$ cat src/core/rmr_regs.svh
/*
  timing and encoding constants of the received-message report port.
  assumes inclusion by bare name from the package.
*/
`ifndef RMR_REGS_SVH
`define RMR_REGS_SVH

`define RMR_LEN_SHORT     4'h2
`define RMR_LEN_LONG      4'h6
`define RMR_LEN_VDM_NODAT 4'h4
`define RMR_LEN_VDM_DAT   4'h8
`define RMR_MIN_GAP       4'h1
`define RMR_KIND_LAST_ERR 5'h02
`define RMR_KIND_LAST_PM  5'h0e
`define RMR_KIND_SSPL     5'h0f
`define RMR_KIND_LTR      5'h10
`define RMR_KIND_RSVD17   5'h11
`define RMR_KIND_UNLOCK   5'h12
`define RMR_KIND_VDM0     5'h13
`define RMR_KIND_VDM1     5'h14

`endif

$ cat src/core/rmr_pkg.sv
/*
  types of the received-message report port.
  assumes rmr_regs.svh on the include path.
*/
`include "rmr_regs.svh"
package rmr_pkg;
    typedef logic [4:0] rmr_kind_t;

    // decoded message handed in by the link-side decoder
    typedef struct packed {
        logic        valid;
        rmr_kind_t   kind;
        logic [15:0] reqId;
        logic [15:0] vendorId;
        logic [31:0] payload;
        logic        hasData;
    } rmr_msg_s;

    // report toward the user
    typedef struct packed {
        logic        valid;
        rmr_kind_t   kind;
        logic [7:0]  data;
    } rmr_rep_s;

    typedef enum logic [2:0] {
        RMR_IDLE = 3'b001,
        RMR_SEND = 3'b010,
        RMR_GAP  = 3'b100
    } rmr_state_e;
endpackage

$ cat src/core/rmr_report_port.sv
/*
  received-message report port: serialises decoded link messages into
  valid/kind/byte beats for user logic.
  assumes a link-side decoder presenting one-cycle message pulses, and a
  user that samples every valid beat, as there is no backpressure.
*/
`timescale 1ns/1ps
`default_nettype none
`include "rmr_regs.svh"
// Functional notes
// - valid stays high consecutive cycles per message, length set by kind.
// - at least one low cycle between bursts of successive messages.
// - port reports nothing unless enabled as a static option.
// - each valid cycle carries one parameter byte, ordered by kind.
// - five-bit kind code driven while valid is high.
// - kind codes 0-20 as listed; 17 and 21-31 reserved.
// - error, intx, pm, unlock messages: two beats, bus then dev/func.
// - slot power limit: six beats, id then payload lsb first.
// - ltr: six beats, id, snoop low/high, no-snoop low/high.
// - vendor-defined: four beats bare, eight with data, id, vendor id, then payload.
module rmr_report_port
    import rmr_pkg::*;
#(
    parameter bit ENABLE = 1'b1
)
(
    input  wire logic       clk,
    input  wire logic       rst_n,
    input  wire rmr_msg_s   msgIn,
    output logic            msgBusy,
    output rmr_rep_s        report
);
    // ---------------------------------------------------------------
    // state
    // ---------------------------------------------------------------
    typedef struct packed {
        rmr_state_e state;
        rmr_msg_s   msg;
        logic [3:0] beat;
        logic [3:0] len;
        logic [3:0] gap;
        rmr_rep_s   rep;
    } rmr_core_s;

    rmr_core_s   st_r;
    rmr_core_s   st_nxt;
    logic [7:0]  selByte;
    logic [3:0]  selBeat;
    rmr_msg_s    selMsg;
    logic [3:0]  newLen;
    logic        accept;

    // ---------------------------------------------------------------
    // length per kind
    // ---------------------------------------------------------------
    always_comb
    begin
        newLen = 4'h0;
        if (msgIn.kind <= `RMR_KIND_LAST_PM || msgIn.kind == `RMR_KIND_UNLOCK)
            newLen = `RMR_LEN_SHORT;
        else if (msgIn.kind == `RMR_KIND_SSPL || msgIn.kind == `RMR_KIND_LTR)
            newLen = `RMR_LEN_LONG;
        else if (msgIn.kind == `RMR_KIND_VDM0 || msgIn.kind == `RMR_KIND_VDM1)
            newLen = msgIn.hasData ? `RMR_LEN_VDM_DAT : `RMR_LEN_VDM_NODAT;
        else
            newLen = 4'h0;                              // reserved kinds
    end

    assign accept = ENABLE && msgIn.valid && (newLen != 4'h0)
                    && (st_r.state == RMR_IDLE);
    assign msgBusy = (st_r.state != RMR_IDLE);

    // ---------------------------------------------------------------
    // byte select inputs
    // ---------------------------------------------------------------
    // built from the registered state, or from msgIn on accept, so the byte mux never loops back
    always_comb
    begin
        selMsg  = st_r.msg;
        selBeat = st_r.beat + 4'h1;
        if (accept)
        begin
            selMsg  = msgIn;
            selBeat = 4'h0;
        end
    end

    rmr_byte_sel u_sel
    (
        .beat    (selBeat),
        .msg     (selMsg),
        .byteOut (selByte)
    );

    // ---------------------------------------------------------------
    // sequencer
    // ---------------------------------------------------------------
    always_comb
    begin
        st_nxt = st_r;
        st_nxt.rep.valid = 1'b0;
        unique case (st_r.state)
            RMR_IDLE:
            begin
                if (accept)
                begin
                    st_nxt.state = RMR_SEND;
                    st_nxt.msg   = msgIn;
                    st_nxt.beat  = 4'h0;
                    st_nxt.len   = newLen;
                end
            end
            RMR_SEND:
            begin
                if (st_r.beat == st_r.len - 4'h1)
                begin
                    st_nxt.state = RMR_GAP;
                    st_nxt.gap   = `RMR_MIN_GAP;
                end
                else
                begin
                    st_nxt.beat = st_r.beat + 4'h1;
                end
            end
            RMR_GAP:
            begin
                if (st_r.gap > 4'h1)
                begin
                    st_nxt.gap = st_r.gap - 4'h1;
                end
                else
                begin
                    st_nxt.state = RMR_IDLE;
                end
            end
            default:
            begin
                st_nxt.state = RMR_IDLE;
            end
        endcase
        if (st_nxt.state == RMR_SEND)
        begin
            st_nxt.rep.valid = 1'b1;
            st_nxt.rep.kind  = st_nxt.msg.kind;
            st_nxt.rep.data  = selByte;
        end
    end

    always_ff @(posedge clk or negedge rst_n)
    begin
        if (!rst_n)
        begin
            st_r <= '{state: RMR_IDLE, default: '0};
        end
        else
        begin
            st_r <= st_nxt;
        end
    end

    assign report = st_r.rep;
endmodule
`default_nettype wire

$ cat src/core/rmr_byte_sel.sv
/*
  picks the parameter byte for a given beat of a message.
  assumes a captured message and beat index from the sequencer.
*/
`timescale 1ns/1ps
`default_nettype none
`include "rmr_regs.svh"
module rmr_byte_sel
    import rmr_pkg::*;
(
    input  wire logic [3:0] beat,
    input  wire rmr_msg_s   msg,
    output logic [7:0]      byteOut
);
    logic isVdm;

    assign isVdm = (msg.kind == `RMR_KIND_VDM0) || (msg.kind == `RMR_KIND_VDM1);

    always_comb
    begin
        byteOut = 8'h00;
        unique case (beat)
            4'h0: byteOut = msg.reqId[15:8];
            4'h1: byteOut = msg.reqId[7:0];
            // ltr payload packs snoop in the low half, no-snoop in the high half
            4'h2: byteOut = isVdm ? msg.vendorId[7:0]  : msg.payload[7:0];
            4'h3: byteOut = isVdm ? msg.vendorId[15:8] : msg.payload[15:8];
            4'h4: byteOut = isVdm ? msg.payload[7:0]   : msg.payload[23:16];
            4'h5: byteOut = isVdm ? msg.payload[15:8]  : msg.payload[31:24];
            4'h6: byteOut = msg.payload[23:16];
            4'h7: byteOut = msg.payload[31:24];
            default: byteOut = 8'h00;
        endcase
    end
endmodule
`default_nettype wire

$ cat config.mk
export PLATFORM = sky130hd
export DESIGN_NAME = rmr_report_port
export DESIGN_NICKNAME = d
export VERILOG_FILES = /design/src/core/rmr_pkg.sv /design/src/core/rmr_report_port.sv /design/src/core/rmr_byte_sel.sv
export VERILOG_INCLUDE_DIRS = /design/src /design/src/core
export SDC_FILE = /design/constraint.sdc
export NUM_CORES = 1
export LEC_CHECK = 0
export BUFFER_PORTS_ARGS = -buffer_cell sky130_fd_sc_hd__clkbuf_2
export CELL_PAD_IN_SITES_DETAIL_PLACEMENT = 0
export CELL_PAD_IN_SITES_GLOBAL_PLACEMENT = 1
export CORE_MARGIN = 3
export CORE_UTILIZATION = 38
export CTS_BUF_LIST = sky130_fd_sc_hd__clkbuf_16
export CTS_CLUSTER_SIZE = 8
export DETAILED_ROUTE_END_ITERATION = 12
export PLACE_DENSITY = 0.85
export SYNTH_ARGS = -nofsm -noshare
export SYNTH_HDL_FRONTEND = slang
export SYNTH_SLANG_ARGS = --single-unit
$ cat constraint.sdc
create_clock -name clk -period 6.8 [get_ports clk]
set_input_delay 0.68 -clock clk [delete_from_list [all_inputs] [get_ports clk]]
set_output_delay 0.68 -clock clk [all_outputs]
set_load 0.005 [all_outputs]
---- After elaboration in Yosys (flattened, before gate mapping) ----
Index checks and enable logic that the tools add are counted.
operators by class
  equal/unequal tests ..................... 24
  add/sub/neg operators ................... 3
  reduce and logical (&&, ||, !) cells .... 13
  magnitude comparators ................... 2
  mux-type cells .......................... 22
operators with widths
  kind                                                 count
  two-way mux 70 bit                                   2
  two-way mux 82 bit                                   1
  case mux 8 bit (8 select lines)                      1
  two-way mux 4 bit                                    8
  two-way mux 8 bit                                    4
  == test 5 bit, second input constant                 6
  == test 4 x 3 -> 1 bit, second input constant        4
  case mux 4 bit (2 select lines)                      2
  two-way mux 14 bit                                   1
  case mux 3 bit (3 select lines)                      1
  == test 4 x 2 -> 1 bit, second input constant        2
  inequality test 2 bit, second input constant         4
  subtractor 4 x 1 -> 4 bit, second input constant     2
  == test 3 x 2 -> 1 bit, second input constant        2
  two-way mux 3 bit                                    2
  AND reduction 3 bit                                  2
  == test 5 x 4 -> 1 bit, second input constant        1
  <= comparator 5 x 4 -> 1 bit, second input constant  1
  adder 4 x 1 -> 4 bit, second input constant          1
  == test 4 x 1 -> 1 bit, second input constant        1
  == test 4 bit                                        1
  > comparator 4 x 1 -> 1 bit, second input constant   1
  logical NOT 4 bit                                    1
  logical OR 1 bit                                     4
  other kinds (7)                                      9
storage, ports and cells
  word-level logic and storage cells ...... 77
  output and inout port bits .............. 15
  flip-flop bits (word level) ............. 100
  bits of input ports ..................... 73

---- Longest topological paths before layout ----
Gate-level depths: netlist of the first run.
  depth after elaboration ................. 14
  gate-level depth with buffers ........... 10
  mapped depth without buffers ............ 8

---- Hierarchy ----
Synthesis of the first run repeated with hierarchy kept, for this count alone.
second synthesis, totals
  cell total of the unflattened synthesis .. 466
  area total of the unflattened synthesis .. 6077.1 µm²
modules (own cells, without submodules)
  module           cells each  area an instance (µm²)  sequential area each (µm²)  times used
  rmr_report_port  369         5216.3                  2478.6                      1
  rmr_byte_sel     97          860.8                   0.0                         1

---- Worst setup path before layout of the first run ----
No wires, ideal clock.
  path kind ............................... input port to flip-flop
  from .................................... input port msgIn[66] (netlist bit)
  to ...................................... register st_r, in the netlist report[6]
  data arrival time ....................... 2.463 ns
  cell stages on the path ................. 8
  library setup time ...................... 0.126 ns
  data required time ...................... 6.674 ns
  buffers on the path ..................... 1
  slack ................................... 4.211 ns
  cell sequence ........................... mux2_4 nand2b_4 a21oi_4 buf_2 mux2_2 a22oi_1 nor2_1 a221o_1
on the way
  cells in the longest elaborated chain, start to end .. 13
  elaborated cells on any way between the ends .. 36
  those cells by class .................... order compare: 1; eq/ne: 15; mux: 12; reduce/logical: 8
ends and longest elaborated chain
  element                                      RTL line                text
  start, declared                              rmr_report_port.sv:29   input wire rmr_msg_s msgIn,
  == test 5 bit (no line)                      n/a
  logical OR 1 bit (no line)                   n/a
  two-way mux 4 bit                            rmr_report_port.sv:63   else if (msgIn.kind == `RMR_KIND_VDM0 || msgIn.kind == `RMR_KIND_VDM1)
  two-way mux 4 bit                            rmr_report_port.sv:61   else if (msgIn.kind == `RMR_KIND_SSPL || msgIn.kind == `RMR_KIND_LTR)
  two-way mux 4 bit                            rmr_report_port.sv:59   if (msgIn.kind <= `RMR_KIND_LAST_PM || msgIn.kind == `RMR_KIND_UNLOCK)
  nonzero test 4 bit                           rmr_report_port.sv:69   assign accept = ENABLE && msgIn.valid && (newLen != 4'h0)
  logical AND 1 bit                            rmr_report_port.sv:69
  logical AND 1 bit                            rmr_report_port.sv:70   && (st_r.state == RMR_IDLE);
  two-way mux 70 bit                           rmr_report_port.sv:81   if (accept)
  == test 5 bit (no line)                      n/a
  logical OR 1 bit                             rmr_byte_sel.sv:17      assign isVdm = (msg.kind == `RMR_KIND_VDM0) || (msg.kind == `RMR_KIND_VDM1);
  two-way mux 8 bit, on equally long branches  n/a
  case mux 8 bit (8 select lines)              rmr_byte_sel.sv:22      unique case (beat)
  end signal, assigned                         rmr_report_port.sv:157  st_r <= st_nxt;
  end, declared                                rmr_report_port.sv:45   rmr_core_s st_r;
Parallel ways exist; a longest one is shown, timed or not. The select of a mux whose other input is x is not followed.
A chain may end at the register's enable or synchronous reset.

---- Worst setup path in the final report of the first run ----
  from .................................... input port msgIn[66] (netlist bit)
  to ...................................... register st_r, in the netlist report[0]
The elaborated chain is that of the path after synthesis.

==> flow_summary.rst, run 1 <==
.. list-table::
   :header-rows: 1

   * - Metric
     - Value
   * - Run status
     - completed
   * - Die height
     - 120 um
   * - Slowest CP cell
     - sky130_fd_sc_hd__a21oi_4
   * - Combined global-route utilization of all metal layers
     - a little under a fifth
   * - Average via count per standard cell
     - 5.25
   * - Switching power as a share of total power
     - a little over a third
   * - Final clock skew
     - 0.00664 ns
   * - Top fanout value on the critical path
     - 33
   * - Post-synthesis instance area
     - 4950 um2
   * - Die Span X
     - between 100 and 150 um
   * - Net count, final
     - ~670
   * - Most common library cells after synthesis
     - sky130_fd_sc_hd__nand2_1 (173), sky130_fd_sc_hd__dfrtp_1 (96), sky130_fd_sc_hd__nor2_1 (25)
   * - Initial antenna violation count
     - 0
   * - Synthesized net count
     - 612
   * - CTS resizes
     - 0
   * - Warnings from Yosys
     - 0
   * - Max_slew headroom
     - 26.0%
   * - Required time worst endpoint
     - 7.03 ns
   * - Max-cap violations
     - 0
   * - Number of instances in the synthesized netlist
     - ~540
   * - Fill cells
     - 1,229
   * - Clock period minus final worst setup slack
     - 3.29 ns
   * - Max IR drop VDD
     - 0.118 mV
   * - Clock-pin slew reported for the worst setup and hold paths after clock tree synthesis
     - around 0.060 ns
   * - Path depth of the worst reg2reg path
     - 7
   * - Critical Path Start Type
     - input pin
   * - Most frequent cell after synthesis
     - sky130_fd_sc_hd__nand2_1
   * - Transition time at the pin with the least slew margin
     - between 1 and 1.5 ns
   * - # Post-CTS Setup Buffers
     - 0
   * - Post-DRT Antenna Nets
     - 0
   * - Final wirelength
     - 12.8 mm
   * - Static leakage
     - 2.76 nW
   * - Full die area
     - 14,400 um2
   * - Number of synthesized flops with an enable pin
     - 0
   * - Signed area change from the synthesized netlist to the final layout
     - 15.0%
   * - Post-synth top area share
     - 48.6%
   * - Library cell with the largest summed area after synthesis
     - sky130_fd_sc_hd__dfrtp_1
   * - Count of input and output buffers
     - a little under 90
   * - Count of vias placed by the detailed router
     - 4,040
   * - Worst r2r src
     - st_r[22]$_DFFE_PN0P_
   * - Remaining routing DRC violations
     - 0
   * - Leading cell types by total area after synthesis
     - sky130_fd_sc_hd__dfrtp_1 (49%), sky130_fd_sc_hd__nand2_1 (13%), sky130_fd_sc_hd__mux2_2 (3.4%)
   * - Max H-tree Level
     - 3
   * - Post-synthesis sequential area ratio
     - 49.1%
   * - Endpoints failing hold
     - 0
   * - Proportion of register bits with asynchronous set or reset after synthesis
     - 100%
   * - Core box area
     - 12,700 um2
   * - Sum of net half-perimeters after detailed placement
     - 9.13 mm
   * - Largest net degree at the start of global routing
     - 69
   * - Largest incremental delay on the critical path
     - 0.74 ns
   * - Avg Synthesized Cell Area
     - between 9 and 10 um2
   * - R2R Path End
     - report[4]$_DFFE_PN0P_
   * - Crit. End Element
     - register
   * - Crit Path Category
     - input pin to register
   * - Buffer depth of the longest clock path
     - 2
   * - Synthesis-stage register bit count
     - a little under 100
   * - Power Density
     - 377 nW/um2
   * - Top Ports
     - 88
   * - Setup TNS
     - 0 ns
   * - Total clock buffers created by CTS
     - 9
   * - Buffer type at the clock tree root
     - sky130_fd_sc_hd__clkbuf_16
   * - Sequential Power Share
     - 43.6%
   * - Final count of negative-setup-slack endpoints
     - 0
   * - Starting DRC count in detailed routing
     - between 200 and 300
   * - Fraction of final layout cells sized beyond drive strength 1
     - 23.4%
   * - Core Rows
     - 41
   * - Antenna Cells
     - 0
   * - Arrival time at the worst endpoint
     - 3.52 ns
   * - TritonCTS clock tree
     - built
   * - Peak clock frequency supported by timing
     - roughly 300 MHz
   * - Global-route wire length before repair
     - roughly 21 mm
   * - Combinational share of power
     - 32.1%
   * - Total area of sequential cells
     - 2430 um2
   * - Routability Congestion
     - 0.843
   * - CTS Hold Bufs
     - 0
   * - Starting Density
     - a little under 40%
   * - Post-placement setup slack
     - 3.19 ns
   * - Worst-skew pair later-pin latency
     - between 0.3 and 0.4 ns
   * - Reg-to-reg setup timing slack
     - 3.59 ns
   * - Final clock period utilization by the worst path
     - between 40% and 50%
   * - Part of the total power dissipated in the clock network
     - 24.3%
   * - Worst min-delay path category
     - input pin to asynchronous set/reset pin
   * - Via count of the first global-routing pass
     - 4,050
   * - Cell breakdown of the critical path
     - clkbuf_2, mux2_4, nand2b_4, a21oi_4, nor3_1, a222oi_1, o2111ai_1, a221o_1
   * - Setup repair after global routing missed its margin
     - no
   * - Detailed-router iteration count before antenna repair
     - 6
   * - Worst Slack Setup Final
     - 3.51 ns
   * - Final-report max-slew violation count
     - 0
   * - Post-synthesis cell type count
     - 58
   * - Dominant register cell in the synthesized netlist
     - sky130_fd_sc_hd__dfrtp_1
   * - Count of clock tree sinks
     - 97
   * - Net switching power
     - 0.000765 W
   * - Remaining global-route overflow
     - 0
   * - Internal power of the cells
     - 0.00138 W
   * - WL/cell
     - 16.6 um
   * - Area occupied by multi-input gates
     - 2210 um2
-- metal layers --
layer	track usage (%)	up-vias	share of wire [%]
met5	0	-	0
met1	24.6	1957	46
met2	28.6	116	48
li1	-	1940	-
met4	8.23	0	3.0
met3	2.78	27	3.7
-- worst max-delay path: cells and delay by family --
family	cells	cell delay, ns
AOI/OAI and AO/OA	4	1.80
buffers and inverters	1	0.15
muxes	1	0.34
and+or+nand+nor	2	0.53
-- logic make-up after synthesis --
logic type	synth area share [%]
muxes	5.51
buffers and inverters	6.30
DFF	49.1
and+or+nand+nor	20.9
AOI/OAI and AO/OA	15.6
xor gates and xnor gates	1.57
adders and majority gates	1.01
-- state kept, by name (all words and copies together), names as in the netlist --
signal / count
report: 14
st_r: 83
-- placed cells by master (no fill, tap or decap), types with 3 or more instances in the layout --
master / count
sky130_fd_sc_hd__o21ai_1: 4
sky130_fd_sc_hd__mux2_2: 15
sky130_fd_sc_hd__nand2_1: 172
sky130_fd_sc_hd__a21oi_1: 10
sky130_fd_sc_hd__clkbuf_16: 9
sky130_fd_sc_hd__clkbuf_2: 86
sky130_fd_sc_hd__o21ai_0: 13
sky130_fd_sc_hd__mux2i_1: 6
sky130_fd_sc_hd__nor2_1: 25
sky130_fd_sc_hd__or2_2: 4
sky130_fd_sc_hd__a22oi_1: 10
sky130_fd_sc_hd__o22ai_1: 3
sky130_fd_sc_hd__a221o_1: 7
sky130_fd_sc_hd__a222oi_1: 7
sky130_fd_sc_hd__and3_1: 5
sky130_fd_sc_hd__dfrtp_1: 96
sky130_fd_sc_hd__xnor2_1: 3
sky130_fd_sc_hd__o2111ai_1: 6
sky130_fd_sc_hd__xor2_1: 4
sky130_fd_sc_hd__buf_4: 5
sky130_fd_sc_hd__a31oi_1: 4
sky130_fd_sc_hd__and2_1: 4
sky130_fd_sc_hd__nor3_1: 4
sky130_fd_sc_hd__o21ai_2: 5
sky130_fd_sc_hd__nor2b_1: 3
sky130_fd_sc_hd__a22o_1: 7
sky130_fd_sc_hd__inv_1: 19
sky130_fd_sc_hd__nand3_1: 17
sky130_fd_sc_hd__ha_1: 4
-- how the worst max path moves through the flow --
stage / slack, ns / from / cells past startpoint / to
finish: 3.51 / msgIn[66] / 8 / report[0]$_DFFE_PN0P_
global route: 3.32 / msgIn[66] / 8 / report[0]$_DFFE_PN0P_
CTS: 3.54 / msgIn[66] / 8 / report[0]$_DFFE_PN0P_
detailed placement: 3.19 / msgIn[66] / 9 / report[5]$_DFFE_PN0P_
global placement: 3.21 / msgIn[66] / 8 / report[0]$_DFFE_PN0P_
floorplan: 4.21 / msgIn[66] / 8 / report[6]$_DFFE_PN0P_
-- area by class of cell --
type                       instances  area share (%)
tap                              172            3.78
clock inverter                     6            1.34
sequential                        97            42.7
inverter                          18            1.19
clock buffer                       9            3.96
multi-input combinational        377            38.8
timing repair buffer              91            8.23
-- metrics by stage --
step	util [%]	area (um2)	cells	hold slack, ns	power [W]
2_1_floorplan	-	4950	535	0.384	0.00143
4_1_cts	44.9	5690	770	0.326	0.00216
5_1_grt	44.9	5690	770	0.343	0.00229
3_3_place_gp	42.5	5390	755	0.449	0.00160
6_report	44.9	5690	770	0.310	0.00215
3_5_place_dp	42.5	5390	755	0.460	0.00163
-- power groups by stage --
stage	Sequential (W)	Combinational [W]	Clock (W)
finish	0.000935	0.000688	0.000522
global route	0.000958	0.000777	0.000554
CTS	0.000932	0.000691	0.000533
detailed placement	0.000940	0.000689	0
global placement	0.000936	0.000666	0
floorplan	0.000886	0.000542	0
Note: power is estimated with default switching activity, not from simulation.
==> run 2, diff against run 1 <==
--- a/config.mk
+++ b/config.mk
@@ -14,7 +14,7 @@
 export CTS_BUF_LIST = sky130_fd_sc_hd__clkbuf_16
 export CTS_CLUSTER_SIZE = 8
 export DETAILED_ROUTE_END_ITERATION = 12
-export PLACE_DENSITY = 0.85
+export PLACE_DENSITY = 0.87
 export SYNTH_ARGS = -nofsm -noshare
 export SYNTH_HDL_FRONTEND = slang
 export SYNTH_SLANG_ARGS = --single-unit
==> constraint.sdc (replaced) <==
create_clock -name clk -period 2.9 [get_ports clk]
set_input_delay 0.29 -clock clk [delete_from_list [all_inputs] [get_ports clk]]
set_output_delay 0.29 -clock clk [all_outputs]
set_load 0.005 [all_outputs]
==> run 2 against run 1 <==
Against the previous run:
- the flow now finishes with violations (hold timing)
- worst setup slack worse by 3.3 ns
- die area unchanged
- count of clock-buffer cells in the layout stayed put
- via count increased by 1.7%
- largest cell class unchanged
- highest routed layer unchanged
==> flow_summary.rst, run 2 (same netlist as run 1, synthesis figures left out) <==
.. list-table::
   :header-rows: 1

   * - Metric
     - Value
   * - Run status
     - complete, but fails checks
   * - Violations in the final reports
     - hold timing
   * - Met2 layer wire length in the routed design
     - 6.21 mm (+2.0%)
   * - Worst path depth
     - 7 (-1)
   * - Remaining routing DRC violations
     - 0 (unchanged)
   * - Combined global-route utilization of all metal layers
     - 18.9% (+0.83 points)
   * - Most flop-heavy register
     - st_r
   * - Buffer type at the clock tree root
     - sky130_fd_sc_hd__clkbuf_16
   * - CTS resizes
     - 0 (unchanged)
   * - Cell breakdown of the critical path
     - nor2_1, and3_1, a2111oi_4, nor2_2, mux2i_2, o2111ai_1, a221o_1
   * - Net count, final
     - 684 (+1.9%)
   * - Net switching power
     - 0.00186 W (+140%)
   * - Final core utilization
     - 45.7% (+0.85 points)
   * - Critical Path Start Type
     - register
   * - Number of flip-flops under the largest register name
     - 83 (unchanged)
   * - TritonCTS clock tree
     - built
   * - Fraction of final layout cells sized beyond drive strength 1
     - 25.0% (+1.6 points)
   * - Core Rows
     - 41 (unchanged)
   * - Slowest CP cell
     - sky130_fd_sc_hd__and3_1
   * - Total clock buffers created by CTS
     - 9 (unchanged)
   * - Top Ports
     - 88 (unchanged)
   * - Count of clock tree sinks
     - 97 (unchanged)
   * - Final clock period utilization by the worst path
     - 91.8%
   * - Total length of routed met3 wires
     - 657 um (+40%)
   * - Core box area
     - 12,700 um2 (unchanged)
   * - Top fanout value on the critical path
     - 8 (-76%)
   * - Routability Congestion
     - 0.929 (+10%)
   * - Global-route wire length before repair
     - 21.4 mm (+3.9%)
   * - Endpoints failing hold
     - 3 (+3)
   * - Largest incremental delay on the critical path
     - 0.46 ns (-0.28 ns)
   * - Starting DRC count in detailed routing
     - 354 (+23%)
   * - Sequential Power Share
     - 42.7% (-0.9 points)
   * - Worst Slack Setup Final
     - 0.237 ns (-3.28 ns)
   * - Transition time at the pin with the least slew margin
     - 0.702 ns (-0.408 ns)
   * - Setup TNS
     - 0 ns (unchanged)
   * - Crit-path leading delay family
     - simple AND/OR/NAND/NOR gates
   * - Post-placement setup slack
     - 0.228 ns (-2.96 ns)
   * - Via count of the first global-routing pass
     - 4,167 (+2.9%)
   * - Setup repair after global routing missed its margin
     - no
   * - Critical Path End
     - report[6]$_DFFE_PN0P_
   * - Post-DRT Antenna Nets
     - 0 (unchanged)
   * - Signed area change from the synthesized netlist to the final layout
     - 17.2%
   * - Remaining global-route overflow
     - 0 (unchanged)
   * - # Post-CTS Setup Buffers
     - 0 (unchanged)
   * - Worst-skew pair later-pin latency
     - 0.34 ns (about the same)
   * - Static leakage
     - 2.81 nW (+2.0%)
   * - Die Span X
     - 120 um (unchanged)
   * - Peak clock frequency supported by timing
     - 376 MHz
   * - Crit Path Category
     - register to register
   * - Final wirelength
     - 13.1 mm (+2.8%)
   * - Max IR drop VDD
     - 0.345 mV (+190%)
   * - Initial antenna violation count
     - 0 (unchanged)
   * - Arrival time at the worst endpoint
     - 2.89 ns (-0.63 ns)
   * - Final count of negative-setup-slack endpoints
     - 0 (unchanged)
   * - Count of vias placed by the detailed router
     - 4,110 (+1.7%)
   * - Max-cap violations
     - 0 (unchanged)
   * - Final clock skew
     - 0.00386 ns (-0.00278 ns)
   * - Average via count per standard cell
     - 5.24 (about the same)
   * - Combinational share of power
     - 34.5% (+2.4 points)
   * - WL/cell
     - 16.7 um (+0.92%)
   * - Worst min-delay path category
     - input pin to asynchronous set/reset pin
   * - Largest net degree at the start of global routing
     - 62 (-10%)
   * - Required time worst endpoint
     - 3.13 ns (-3.90 ns)
   * - Crit. End Element
     - register
   * - Metal1 wirelength
     - 5.91 mm (+1.4%)
   * - Launching element of the worst setup path
     - st_r[98]$_DFF_PN0_
   * - Full die area
     - 14,400 um2 (unchanged)
   * - Reg-to-reg setup timing slack
     - 0.24 ns (-3.35 ns)
   * - Detailed-router iteration count before antenna repair
     - 5 (-1)
   * - Final-report max-slew violation count
     - 0 (unchanged)
   * - Post-Route Hold Slack
     - -0.00704 ns (-0.317 ns)
   * - Max_slew headroom
     - 53.2% (+27 points)
   * - Buffers and inverters on the worst path
     - 0 (-1)
   * - R2R Path End
     - report[6]$_DFFE_PN0P_
   * - Starting Density
     - 39.0% (unchanged)
   * - CTS Hold Bufs
     - 0 (unchanged)
   * - Clock-pin slew reported for the worst setup and hold paths after clock tree synthesis
     - 0.06 ns (about the same)
   * - Part of the total power dissipated in the clock network
     - 22.8% (-1.5 points)
   * - Antenna Cells
     - 0 (unchanged)
   * - Count of input and output buffers
     - 87 (unchanged)
   * - Worst r2r src
     - st_r[98]$_DFF_PN0_
   * - Most common cell after layout, fill and taps aside
     - sky130_fd_sc_hd__nand2_1
   * - Max H-tree Level
     - 3 (unchanged)
   * - Top sig layer
     - met4
   * - Internal power of the cells
     - 0.00325 W (+140%)
   * - Power Density
     - 881 nW/um2 (+130%)
   * - Switching power as a share of total power
     - 36.4% (+0.77 points)
   * - Path depth of the worst reg2reg path
     - 7 (unchanged)
   * - Sum of net half-perimeters after detailed placement
     - 9.70 mm (+6.3%)
   * - Clock period minus final worst setup slack
     - 2.66 ns
   * - Most frequent cells in the layout
     - sky130_fd_sc_hd__nand2_1 (172), sky130_fd_sc_hd__dfrtp_1 (96), sky130_fd_sc_hd__clkbuf_2 (86)
   * - Buffer depth of the longest clock path
     - 2 (unchanged)
   * - Die height
     - 120 um (unchanged)
## run 2: cell count changes in the layout (fill, tap and decap cells not counted)
cell,delta
sky130_fd_sc_hd__inv_6,+1
sky130_fd_sc_hd__clkinv_1,+2
sky130_fd_sc_hd__clkinvlp_4,+1
sky130_fd_sc_hd__clkinv_2,-1
sky130_fd_sc_hd__inv_1,-1
sky130_fd_sc_hd__buf_4,+11
sky130_fd_sc_hd__buf_12,+2
sky130_fd_sc_hd__bufinv_16,-1
## run 2: worst min-delay path by stage
| stage | end | slack [ns] | cells past startpoint |
|---|---|---|---|
| 4_1_cts | st_r[36]$_DFFE_PN0P_ | 0.02 | 1 |
| 2_1_floorplan | report[0]$_DFFE_PN0P_ | -0.006 | 0 |
| 3_3_place_gp | st_r[36]$_DFFE_PN0P_ | 0.38 | 1 |
| 6_report | st_r[36]$_DFFE_PN0P_ | -0.007 | 1 |
| 5_1_grt | st_r[36]$_DFFE_PN0P_ | 0.04 | 1 |
| 3_5_place_dp | st_r[36]$_DFFE_PN0P_ | 0.38 | 1 |
## run 2: through the flow
step | area (um2) | total power, W | cells
3_5_place_dp | 5510 | 0.00394 | 768
3_3_place_gp | 5510 | 0.00388 | 768
2_1_floorplan | 4950 | 0.00335 | 535
5_1_grt | 5800 | 0.00546 | 784
4_1_cts | 5800 | 0.00512 | 784
6_report | 5800 | 0.00511 | 784
## run 2: power by group through the flow
stage	combinational [W]	sequential, W	clock [W]
after global placement	0.00170	0.00218	0
after CTS	0.00176	0.00218	0.00118
after detailed placement	0.00175	0.00220	0
after global routing	0.00198	0.00224	0.00125
after floorplan	0.00127	0.00208	0
final	0.00176	0.00218	0.00116
## run 2: final cells by class
class                           instances  area, um2
Inverter                               18       67.6
Tap cell                              172        215
Multi-Input combinational cell        377       2210
Fill cell                            1252       6870
Sequential cell                        97       2430
Clock buffer                            9        225
Timing Repair Buffer                  104        591
Clock inverter                          7       61.3
## run 2: per-layer routing
layer	vias up	track usage, %
met5	-	0
met4	0	7.37
met3	25	3.39
met2	130	30.1
met1	1987	25.7
li1	1968	-
